--- config.mk ---
export PLATFORM = sky130hd
export DESIGN_NAME = operand_field_decoder
export DESIGN_NICKNAME = d
export VERILOG_FILES = /design/src/pkg/operand_decode_pkg.sv /design/src/verilog/operand_field_decoder.sv
export VERILOG_INCLUDE_DIRS = /design/src /design/src/pkg
export SDC_FILE = /design/constraint.sdc
export NUM_CORES = 1
export LEC_CHECK = 0
export BUFFER_PORTS_ARGS = -buffer_cell sky130_fd_sc_hd__buf_2
export CAP_MARGIN = 20
export CORE_AREA = 2 2 276 278
export CTS_BUF_LIST = sky130_fd_sc_hd__clkbuf_2 sky130_fd_sc_hd__clkbuf_4 sky130_fd_sc_hd__clkbuf_8
export DETAILED_ROUTE_END_ITERATION = 8
export DIE_AREA = 0 0 278 280
export HOLD_SLACK_MARGIN = 0.08
export MAX_ROUTING_LAYER = met4
export SYNTH_ARGS = -nofsm -noshare
export SYNTH_HDL_FRONTEND = slang
export SYNTH_SLANG_ARGS = --single-unit
--- constraint.sdc ---
create_clock -name clock_i -period 5 [get_ports clock_i]
set_clock_uncertainty 0.15 [all_clocks]
set_input_delay 0.25 -clock clock_i [delete_from_list [all_inputs] [get_ports clock_i]]
set_output_delay 0.25 -clock clock_i [all_outputs]
set_load 0.01 [all_outputs]
--- src/pkg/operand_decode_regs.svh ---
// Register offsets, field positions, reset values and encodings of the operand decoder
`ifndef OPERAND_DECODE_REGS_SVH
`define OPERAND_DECODE_REGS_SVH
`define OFS_SUBREG_BASE   8'h00
`define OFS_SUBREG_LAST   8'h0f
`define OFS_STATUS        8'h10
`define OFS_CONTROL       8'h11
`define CTRL_ATOMIC_CHECK 0
`define CTRL_RESET        16'h0001
`define SUBREG_RESET      16'h0000
`define ST_TC_RESERVED    0
`define ST_BANK_RESERVED  1
`define ST_ATOMIC_MISUSE  2
`define ST_IMM_ILLEGAL    3
`define ST_ARCH_INDIRECT  4
`define ST_WIDTH          5
`define FOUR_LANE_ALIGNED_MODE_ZERO_BITS 4
`endif

--- src/pkg/operand_decode_pkg.sv ---
// Types shared by the operand decoder
package operand_decode_pkg;
    typedef enum logic [1:0] {
        TC_NORMAL   = 2'b00,
        TC_ATOMIC   = 2'b01,
        TC_SWITCH   = 2'b10,
        TC_RESERVED = 2'b11
    } thread_ctrl_t;
    typedef enum logic [1:0] {
        BANK_ARCH     = 2'b00,
        BANK_GENERAL  = 2'b01,
        BANK_RESERVED = 2'b10,
        BANK_IMM      = 2'b11
    } bank_t;
    typedef enum logic [1:0] {
        IMM_BYTE  = 2'b00,
        IMM_WORD  = 2'b01,
        IMM_DWORD = 2'b10,
        IMM_QWORD = 2'b11
    } imm_class_t;
    typedef enum logic [1:0] {
        SLOT_DST  = 2'b00,
        SLOT_SRC0 = 2'b01,
        SLOT_SRC1 = 2'b10,
        SLOT_SRC2 = 2'b11
    } slot_t;
endpackage : operand_decode_pkg

--- src/verilog/operand_field_decoder.sv ---
// Operand and control field decoder of an execution-unit instruction
//
// The register offsets and the strobed register port were chosen for this implementation.
`timescale 1ns/100ps
`default_nettype none
`include "operand_decode_regs.svh"

// Summary of operation
// - Normal thread control leaves arbitration free
// - Atomic blocks switch, same thread issues next
// - Switch forces another thread; 11b reserved
// - Update offset is signed byte offset
// - Indirect address is subregister plus signed immediate
// - Four-lane mode zeroes low immediate bits
// - Mode bit picks direct or indirect
// - Three-source instructions always decode direct
// - Sixteen 16-bit subregisters, 4-bit select
// - Write-enable bit j mod 4 gates lane in four-lane mode
// - Mask override enables all lanes
// - Swizzle holds 2-bit selector per lane
// - Selector picks source element 0 to 3
// - Dispatch extracts 31-bit and 32-bit descriptors
// - Stride code maps to 0,1,2,4 elements
// - Narrow immediates use low bits; no byte
// - 64-bit immediate only single-source, 64-bit type
// - Bank field selects arch, general, immediate
module operand_field_decoder #(
    parameter int LANES = 16
) (
    // Clock and reset
    input  wire logic                       clock_i,
    input  wire logic                       rstn_i,
    // Register port
    input  wire logic [7:0]                 reg_addr_i,
    input  wire logic [15:0]                reg_wdata_i,
    input  wire logic                       reg_wr_i,
    input  wire logic                       reg_rd_i,
    output logic      [15:0]                reg_rdata_o,
    // Instruction fields from issue
    input  wire logic                       issue_valid_i,
    input  wire operand_decode_pkg::thread_ctrl_t thread_switch_control_i,
    input  wire logic                       message_dispatch_i,
    input  wire logic [1:0]                 source_count_i,
    input  wire logic                       converging_branch_i,
    input  wire logic                       offsets_from_reg_i,
    input  wire logic [31:0]                current_ip_i,
    input  wire logic [31:0]                update_pointer_offset_i,
    input  wire logic [31:0]                jump_pointer_offset_i,
    input  wire logic [31:0]                reg_update_offset_i,
    input  wire logic [31:0]                reg_jump_offset_i,
    input  wire operand_decode_pkg::slot_t  operand_slot_i,
    input  wire operand_decode_pkg::bank_t  operand_bank_i,
    input  wire logic                       addressing_mode_bit_i,
    input  wire logic                       four_lane_aligned_mode_i,
    input  wire logic [7:0]                 reg_number_i,
    input  wire logic [4:0]                 subreg_number_i,
    input  wire logic [9:0]                 indirect_offset_field_i,
    input  wire logic [3:0]                 index_subregister_select_i,
    input  wire logic [3:0]                 lane_write_enable_i,
    input  wire logic                       mask_override_bit_i,
    input  wire logic [7:0]                 lane_swizzle_select_i,
    input  wire logic [1:0]                 row_element_stride_i,
    input  wire logic [30:0]                message_desc_i,
    input  wire logic [31:0]                extended_message_word_i,
    input  wire operand_decode_pkg::imm_class_t imm_class_i,
    input  wire logic [31:0]                immediate_word_field_i,
    input  wire logic [63:0]                immediate_quad_field_i,
    // Decoded results
    output logic                            decode_valid_o,
    output logic                            illegal_o,
    output logic                            switch_allowed_o,
    output logic                            hold_thread_o,
    output logic                            force_switch_o,
    output logic      [31:0]                update_target_o,
    output logic      [31:0]                jump_target_o,
    output logic      [15:0]                operand_byte_addr_o,
    output operand_decode_pkg::bank_t       bank_o,
    output logic      [LANES-1:0]           lane_write_mask_o,
    output logic      [4*LANES-1:0]         lane_source_index_o,
    output logic      [2:0]                 stride_elements_o,
    output logic      [30:0]                message_desc_o,
    output logic      [31:0]                extended_message_o,
    output logic      [63:0]                immediate_o
);
    import operand_decode_pkg::*;

    function automatic logic [2:0] stride_of(input logic [1:0] code);
        stride_of = (code == 2'b11) ? 3'd4 : {1'b0, code};
    endfunction : stride_of

    logic [15:0]          subreg [16];
    logic [15:0]          control;
    logic [`ST_WIDTH-1:0] status;

    // Register decode
    wire       hit_subreg = reg_addr_i <= `OFS_SUBREG_LAST;
    wire       hit_status = reg_addr_i == `OFS_STATUS;
    wire       hit_ctrl   = reg_addr_i == `OFS_CONTROL;
    wire [3:0] reg_index  = reg_addr_i[3:0];
    wire [15:0] next_rdata = hit_subreg ? subreg[reg_index]
                           : hit_status ? {{(16-`ST_WIDTH){1'b0}}, status}
                           : hit_ctrl   ? control : 16'h0000;

    // Thread control
    wire tc_normal = thread_switch_control_i == TC_NORMAL;
    wire tc_atomic = thread_switch_control_i == TC_ATOMIC;
    wire tc_switch = thread_switch_control_i == TC_SWITCH;

    // Branch offsets; converging branch may take both from a register
    wire        use_reg_off = converging_branch_i & offsets_from_reg_i;
    wire [31:0] uoff = use_reg_off ? reg_update_offset_i : update_pointer_offset_i;
    wire [31:0] joff = use_reg_off ? reg_jump_offset_i : jump_pointer_offset_i;
    wire [31:0] next_update = current_ip_i + uoff;
    wire [31:0] next_jump   = current_ip_i + joff;

    // Operand addressing
    wire three_src = source_count_i == 2'd3;
    wire indirect  = addressing_mode_bit_i & ~three_src;
    // Low bits are not encoded in four-lane mode
    wire [9:0]  imm_off = four_lane_aligned_mode_i
                        ? {indirect_offset_field_i[9:`FOUR_LANE_ALIGNED_MODE_ZERO_BITS],
                           {`FOUR_LANE_ALIGNED_MODE_ZERO_BITS{1'b0}}}
                        : indirect_offset_field_i;
    wire [15:0] ind_addr = subreg[index_subregister_select_i]
                         + {{6{imm_off[9]}}, imm_off};
    wire [15:0] dir_addr = {3'b000, reg_number_i, subreg_number_i};
    wire [15:0] next_addr = indirect ? ind_addr : dir_addr;

    // Lane write enables and swizzle
    logic [LANES-1:0]   next_mask;
    logic [4*LANES-1:0] next_swz;
    always_comb begin
        for (int j = 0; j < LANES; j++) begin
            next_mask[j] = mask_override_bit_i | lane_write_enable_i[j % 4];
            // Element index is group base plus selector
            next_swz[4*j +: 4] = 4'((j / 4) * 4)
                               + {2'b00, lane_swizzle_select_i[2*(j%4) +: 2]};
        end
    end

    // Immediate extraction without type conversion
    logic [63:0] next_imm;
    always_comb begin
        unique case (imm_class_i)
            IMM_BYTE:  next_imm = 64'h0;
            IMM_WORD:  next_imm = {48'h0, immediate_word_field_i[15:0]};
            IMM_DWORD: next_imm = {32'h0, immediate_word_field_i};
            IMM_QWORD: next_imm = immediate_quad_field_i;
        endcase
    end

    // Illegal causes
    wire is_src     = operand_slot_i != SLOT_DST;
    wire last_src   = is_src && ({1'b0, operand_slot_i} == {1'b0, source_count_i});
    wire bank_bad   = (operand_bank_i == BANK_RESERVED)
                    | (operand_bank_i == BANK_ARCH
                       && operand_slot_i != SLOT_DST && operand_slot_i != SLOT_SRC0)
                    | (operand_bank_i == BANK_IMM && !last_src);
    wire imm_used   = operand_bank_i == BANK_IMM;
    wire imm_bad    = imm_used && (imm_class_i == IMM_BYTE
                    || (imm_class_i == IMM_QWORD && source_count_i != 2'd1));
    wire atomic_bad = tc_atomic & ~message_dispatch_i
                    & control[`CTRL_ATOMIC_CHECK];
    wire arch_ind   = operand_bank_i == BANK_ARCH && indirect;
    logic [`ST_WIDTH-1:0] cause;
    always_comb begin
        cause = '0;
        cause[`ST_TC_RESERVED]   = thread_switch_control_i == TC_RESERVED;
        cause[`ST_BANK_RESERVED] = bank_bad;
        cause[`ST_ATOMIC_MISUSE] = atomic_bad;
        cause[`ST_IMM_ILLEGAL]   = imm_bad;
        cause[`ST_ARCH_INDIRECT] = arch_ind;
    end
    wire [`ST_WIDTH-1:0] set_bits = issue_valid_i ? cause : '0;
    wire [`ST_WIDTH-1:0] clr_bits = (reg_wr_i && hit_status) ? reg_wdata_i[`ST_WIDTH-1:0] : '0;
    // New cause wins over a write-one clear in the same cycle
    wire [`ST_WIDTH-1:0] next_status = (status & ~clr_bits) | set_bits;

    // Register file
    always_ff @(posedge clock_i or negedge rstn_i) begin
        if (!rstn_i) begin
            for (int i = 0; i < 16; i++) subreg[i] <= `SUBREG_RESET;
            control     <= `CTRL_RESET;
            status      <= '0;
            reg_rdata_o <= 16'h0000;
        end else begin
            if (reg_wr_i && hit_subreg) subreg[reg_index] <= reg_wdata_i;
            if (reg_wr_i && hit_ctrl) control <= reg_wdata_i;
            status      <= next_status;
            reg_rdata_o <= reg_rd_i ? next_rdata : 16'h0000;
        end
    end

    // Decode stage
    always_ff @(posedge clock_i or negedge rstn_i) begin
        if (!rstn_i) begin
            decode_valid_o <= 1'b0;
            illegal_o      <= 1'b0;
        end else begin
            decode_valid_o <= issue_valid_i;
            illegal_o      <= issue_valid_i & (|cause);
        end
    end

    always_ff @(posedge clock_i or negedge rstn_i) begin
        if (!rstn_i) begin
            switch_allowed_o    <= 1'b1;
            hold_thread_o       <= 1'b0;
            force_switch_o      <= 1'b0;
            update_target_o     <= 32'h0;
            jump_target_o       <= 32'h0;
            operand_byte_addr_o <= 16'h0;
            bank_o              <= BANK_GENERAL;
            lane_write_mask_o   <= '0;
            lane_source_index_o <= '0;
            stride_elements_o   <= 3'd0;
            message_desc_o      <= 31'h0;
            extended_message_o  <= 32'h0;
            immediate_o         <= 64'h0;
        end else if (issue_valid_i) begin
            switch_allowed_o    <= tc_normal;
            hold_thread_o       <= tc_atomic;
            force_switch_o      <= tc_switch;
            update_target_o     <= next_update;
            jump_target_o       <= next_jump;
            operand_byte_addr_o <= next_addr;
            bank_o              <= operand_bank_i;
            // Write mask only applies in four-lane mode; swizzle always applies
            lane_write_mask_o   <= four_lane_aligned_mode_i ? next_mask : '1;
            lane_source_index_o <= next_swz;
            stride_elements_o   <= stride_of(row_element_stride_i);
            message_desc_o      <= message_dispatch_i ? message_desc_i : 31'h0;
            extended_message_o  <= message_dispatch_i ? extended_message_word_i : 32'h0;
            immediate_o         <= imm_used ? next_imm : 64'h0;
        end
    end
endmodule : operand_field_decoder
`default_nettype wire
### Word level (Yosys, flattened, before mapping)

Index checks and enable logic that the tools add are counted.

| operators by class | value |
|---|---|
| add/subtract/negate cells | 15 |
| $mul | 0 |
| divide/modulo/power cells | 0 |
| $lt $le $gt $ge | 4 |
| equality and inequality tests | 15 |
| shift operators | 0 |
| mux-type cells | 25 |
| bitwise logic cells | 18 |
| reduce and logical (&&, ||, !) cells | 18 |

Operators with widths:

| operator | count |
|---|---|
| bitwise mux 256 bit | 1 |
| one-hot mux 64 bit (4 select lines) | 1 |
| two-way mux 16 bit | 11 |
| binary-select mux 16 bit (select 4 bit) | 2 |
| two-way mux 32 bit | 3 |
| adder 32 bit | 2 |
| demux 16 bit (select 4 bit) | 1 |
| two-way mux 64 bit | 1 |
| two-way mux 31 bit | 1 |
| adder 16 bit | 1 |
| adder 3 x 2 -> 4 bit (first input constant) | 4 |
| adder 3 x 3 -> 4 bit (first input constant) | 4 |
| adder 4 x 2 -> 4 bit (first input constant) | 4 |
| == test 2 bit (second input constant) | 8 |
| == test 8 x 5 -> 1 bit (second input constant) | 2 |
| logical AND 1 bit | 11 |
| greater-or-equal comparator 5 bit (second input constant) | 2 |
| two-way mux 5 bit | 2 |
| NOT 4 -> 5 bit | 2 |
| less-or-equal comparator 8 x 4 -> 1 bit (second input constant) | 1 |
| zero test 2 bit | 3 |
| bitwise OR 1 bit | 6 |
| AND 1 bit | 5 |
| AND 5 bit | 1 |
| 13 further kinds | 16 |

| word-level totals | value |
|---|---|
| register bits after elaboration | 582 |
| latch bits | 0 |
| RAM bits | 0 |
| ROM bits | 0 |
| bits of input ports | 405 |
| output and inout port bits | 313 |
| logic and storage cells | 129 |
| memories kept | 0 |

### Depth between registers and ports, before layout

| logic depth | value |
|---|---|
| depth after elaboration | 7 |
| mapped depth | 14 |
| depth with buffers taken out | 12 |

### Worst setup path after synthesis

No wires, ideal clock.

| path | value |
|---|---|
| kind | input port to flip-flop |
| start point | input index_subregister_select_i[0] |
| end point | register operand_byte_addr_o[13] |
| setup time | 0.121 ns |
| data arrival time | 3.418 ns |
| required time | 4.729 ns |
| path slack | 1.311 ns |
| stages on the path | 12 |
| path buffers | 2 |
| path through | clkbuf_1 -> buf_2 -> mux4_2 -> mux4_2 -> ha_1 -> a21o_1 -> a21oi_1 -> a21oi_1 -> or3_1 -> a21oi_1 -> xnor2_1 -> a22o_1 |

| on the way | value |
|---|---|
| word-level cells in the longest chain between the ends | 6 |

Ends and longest elaborated chain:

| what | line | source |
|---|---|---|
| start: declaration | operand_field_decoder.sv:58 | `input wire logic [3:0] index_subregister_select_i,` |
| NOT 4 -> 5 bit (not written as such) | operand_field_decoder.sv:124 | `wire [15:0] ind_addr = subreg[index_subregister_select_i]` |
| binary-select mux 16 bit (select 4 bit) | operand_field_decoder.sv:124 |  |
| two-way mux 16 bit (not written as such) (2 in a row) | operand_field_decoder.sv:124 |  |
| adder 16 bit | operand_field_decoder.sv:125 | `+ {{6{imm_off[9]}}, imm_off};` |
| two-way mux 16 bit | operand_field_decoder.sv:127 | `wire [15:0] next_addr = indirect ? ind_addr : dir_addr;` |
| end signal: assignment | operand_field_decoder.sv:226 | `operand_byte_addr_o <= next_addr;` |
| end: declaration | operand_field_decoder.sv:76 | `output logic [15:0] operand_byte_addr_o,` |

Every way passes these cells. The select of a mux whose other input is x is not followed.
A chain may end at the register's enable or synchronous reset.

### Worst setup path after layout

| path | value |
|---|---|
| start point | input converging_branch_i |
| end point | register update_target_o[30] |

| on the way | value |
|---|---|
| word-level cells in the longest chain between the ends | 3 |

Ends and longest elaborated chain:

| what | line | source |
|---|---|---|
| start: declaration | operand_field_decoder.sv:44 | `input wire logic converging_branch_i,` |
| AND 1 bit | operand_field_decoder.sv:110 | `wire use_reg_off = converging_branch_i & offsets_from_reg_i;` |
| two-way mux 32 bit | operand_field_decoder.sv:111 | `wire [31:0] uoff = use_reg_off ? reg_update_offset_i : update_pointer_offset_i;` |
| adder 32 bit | operand_field_decoder.sv:113 | `wire [31:0] next_update = current_ip_i + uoff;` |
| end signal: assignment | operand_field_decoder.sv:224 | `update_target_o <= next_update;` |
| end: declaration | operand_field_decoder.sv:74 | `output logic [31:0] update_target_o,` |

Every way passes these cells.

==> flow_summary.json <==
{
  "slew_headroom": 0.2531,
  "r2r_slack_ns": 0.96,
  "worstRegToRegCells": 11,
  "numCtsBuffers": 94,
  "clockRootBuffer": "clkbuf_8",
  "timing.critical_path.arrival_ns": 5.23,
  "endpoint_kind": "flop",
  "drtIter0Drc": 1931,
  "clk_pin_slew_worst_paths_ns": 0.07,
  "tritoncts": "yes",
  "area_growth_pct": 32.04,
  "synth_warnings": 0,
  "grt_pass1_wl_mm": 161.8,
  "p_switching_mw": 3.535,
  "dp_hpwl_mm": 76.87,
  "fin_crit_sh": 0.9461,
  "syn_area_per_cell_um2": 12.25,
  "synth_area_leaders": "dfrtp_1 44%, mux2_2 15%, mux4_2 12%",
  "clkPwrFrac": 0.371,
  "cts_buffer_depth": 3,
  "irDropWorstVdd_mv": 0.1876,
  "yosysSeqAreaShare": 0.4447,
  "fin_nets": 3842,
  "async_reset_ff_frac": 1.000,
  "postPlaceCellArea_mm2": 0.03349,
  "post_route_cells_drive_above_1_share": 0.4327,
  "synthFlopType": "dfrtp_1",
  "antenna_left": 0,
  "first_pass_iters": 5,
  "finalHoldViolations": 0,
  "final_area_mm2": 0.03887,
  "tightest_slew_ns": 1.118,
  "pre_cts_slack_ns": 0.7741,
  "syn-cell-area_mm2": 0.02944,
  "ys_ff_latch": 523,
  "grtUsageTotal": 0.2825,
  "switching_share": 0.3019,
  "power.density_mw_per_mm2": 301.3,
  "coreArea_mm2": 0.07519,
  "combPwrFrac": 0.218,
  "io_pins": 718,
  "htreeDepth": 3,
  "critPathKind": "primary input to flop",
  "drc": 0,
  "grt-ovfl-total": 0,
  "synth_edf_count": 0,
  "synth_top_area_share": 0.4420,
  "cp-start-kind": "primary input",
  "fmax_ghz": 0.2114,
  "rsz0062_at_grt": "false",
  "via_count": 24890,
  "fillers": 6464,
  "worstPathRequired_ns": 5.50,
  "status": "completed",
  "setup_violations": 0,
  "cap_violations": 0,
  "clock-sinks": 523,
  "wire_per_inst_um": 24.61,
  "yosysTopAreaCell": "dfrtp_1",
  "gp_congestion": 0.9695,
  "viasPerCell": 5.627,
  "period_needed_ns": 4.730,
  "pwr-share-seq": 0.411,
  "grt_pass1_vias": 25820,
  "path_max_fanout": 33,
  "setup_ws_ns": 0.2696,
  "grt_max_degree": 162,
  "numPortBuffers": 701,
  "startpoint": "converging_branch_i",
  "reg2reg_to": "operand_byte_addr_o[12]",
  "start_util": 0.3915,
  "min_path_type": "primary input to flop",
  "internal_power_mw": 8.175,
  "syn_inst": 2403,
  "die_width_um": 278,
  "setup-tns-final_ns": 0,
  "slew_viol_final": 0,
  "clock_latency_ns": 0.69,
  "grt_antenna_before_repair": 19,
  "worstSetupEndpoint": "update_target_o[30]",
  "netlist-cell-type-count": 81,
  "power.leakage_nw": 18.63,
  "utilization": 0.5169,
  "rows": 101,
  "die_area_mm2": 0.07784,
  "die_h_um": 280,
  "rr_startpoint": "subreg[210]",
  "routed_wl_mm": 108.8
}
cell usage in the layout (no fill, tap or decap), types with 14 or more instances in the layout:
cell type,instances
inv_1,99
nand3_1,89
nor2_1,79
nand2_1,86
ha_1,77
mux4_2,159
clkinv_2,17
buf_4,31
a21oi_1,98
clkbuf_4,29
dfrtp_1,520
dlygate4sd3_1,329
xnor2_1,42
nor3_1,18
mux2_2,382
clkbuf_8,118
a21o_1,36
o2bb2ai_1,32
o21a_1,14
nor2b_1,31
nand4_1,22
conb_1,16
mux2i_1,40
o21ai_0,116
buf_2,697
a22o_1,37
power by group through the flow:
stage / Clock (mW) / Sequential [mW] / Combinational, mW
floorplan: 0 / 4.92 / 1.26
global placement: 0 / 4.87 / 2.25
detailed placement: 0 / 4.88 / 2.28
CTS: 4.45 / 4.81 / 2.53
global route: 4.65 / 4.85 / 2.75
finish: 4.34 / 4.82 / 2.55
Yosys cell counts (9+ instances only):
library cell	instances
dfrtp_1	520
mux2_2	382
mux4_2	159
o21ai_0	116
clkbuf_1	101
inv_1	99
a21oi_1	98
nand3_1	89
nand2_1	87
nor2_1	80
ha_1	77
buf_4	73
xnor2_1	42
mux2i_1	40
a22o_1	37
a21o_1	36
o2bb2ai_1	32
buf_2	31
nor2b_1	31
nand4_1	22
buf_1	20
nor3_1	18
o21a_1	14
xor2_1	13
a22oi_1	11
nand2b_1	11
o211ai_1	11
o21bai_1	11
a211oi_1	10
and3_1	10
o31ai_1	9
stage by stage:
stage	total power, mW	hold slack [ns]	cells
2_1_floorplan	6.182	-0.1956	2418
3_3_place_gp	7.113	0.02578	3908
3_5_place_dp	7.162	0.02581	3909
4_1_cts	11.79	0.08222	4410
5_1_grt	12.24	0.1302	4422
6_report	11.71	0.1362	4423
critical path: stages:
cell and delay (ns):
buf_2 0.10, nand2_2 0.65, mux2_2 0.42, dlygate4sd3_1 0.57, ha_1 0.23, inv_1 0.09, fa_1 0.26, nor2b_4 0.07
o31ai_4 0.34, a211oi_1 0.13, or4_4 0.49, a31oi_4 0.24, nand4_1 0.11, dlygate4sd3_1 0.59, o311ai_0 0.07, dlygate4sd3_1 0.58
timing repair:
action	4_1_cts	5_1_grt
hold endpoints to repair	1001	0
hold buffers	330	0
setup buffers	0	0
gates resized for setup	0	0
registers in the layout, summed over array words and instances (netlist names), 4 cells and up:
name                 count
immediate_o             64
update_target_o         32
control                 16
lane_write_mask_o        4
operand_byte_addr_o     16
extended_message_o      32
jump_target_o           32
status                   5
lane_source_index_o      9
reg_rdata_o             16
message_desc_o          31
subreg                 256
how the worst min path moves through the flow:
| stage | depth (start not counted) | to | startpoint | slack, ns |
|---|---|---|---|---|
| after global placement | 1 | subreg[112] | rstn_i | 0.03 |
| after global routing | 3 | immediate_o[43] | immediate_quad_field_i[43] | 0.13 |
| final | 5 | jump_target_o[18] | current_ip_i[17] | 0.14 |
| after CTS | 4 | jump_target_o[24] | current_ip_i[24] | 0.08 |
| after floorplan | 0 | bank_o[1] | rstn_i | -0.20 |
| after detailed placement | 1 | subreg[64] | rstn_i | 0.03 |
routing by layer:
layer,vias to the layer above,part of all wire,track usage
li1,10820,-,-
met1,12740,0.41,0.3573
met2,1066,0.47,0.4404
met3,256,0.076,0.06195
met4,0,0.041,0.1182
met5,-,0,-
cell type report:
type | count | area [um2] | share of cell area
clock buffers | 146 | 1828 | 0.04703
flip-flops and latches | 523 | 13090 | 0.3368
clock inverters | 25 | 206.4 | 0.005311
well taps | 978 | 1224 | 0.03148
multi-input cells | 1570 | 14890 | 0.3831
repair buffers | 1068 | 7218 | 0.1857
diodes | 13 | 32.53 | 0.0008370
inverters | 100 | 377.9 | 0.009722
cells by family after synthesis:
| kind of cell | share of synthesized area |
|---|---|
| compound gates | 0.1042 |
| xor+xnor | 0.01636 |
| fa+ha+maj | 0.03477 |
| buf+inv | 0.05207 |
| flops | 0.4447 |
| mux | 0.2814 |
| other cells | 0.0001274 |
| simple gates | 0.06639 |
Note: power is estimated with default switching activity, not from simulation.
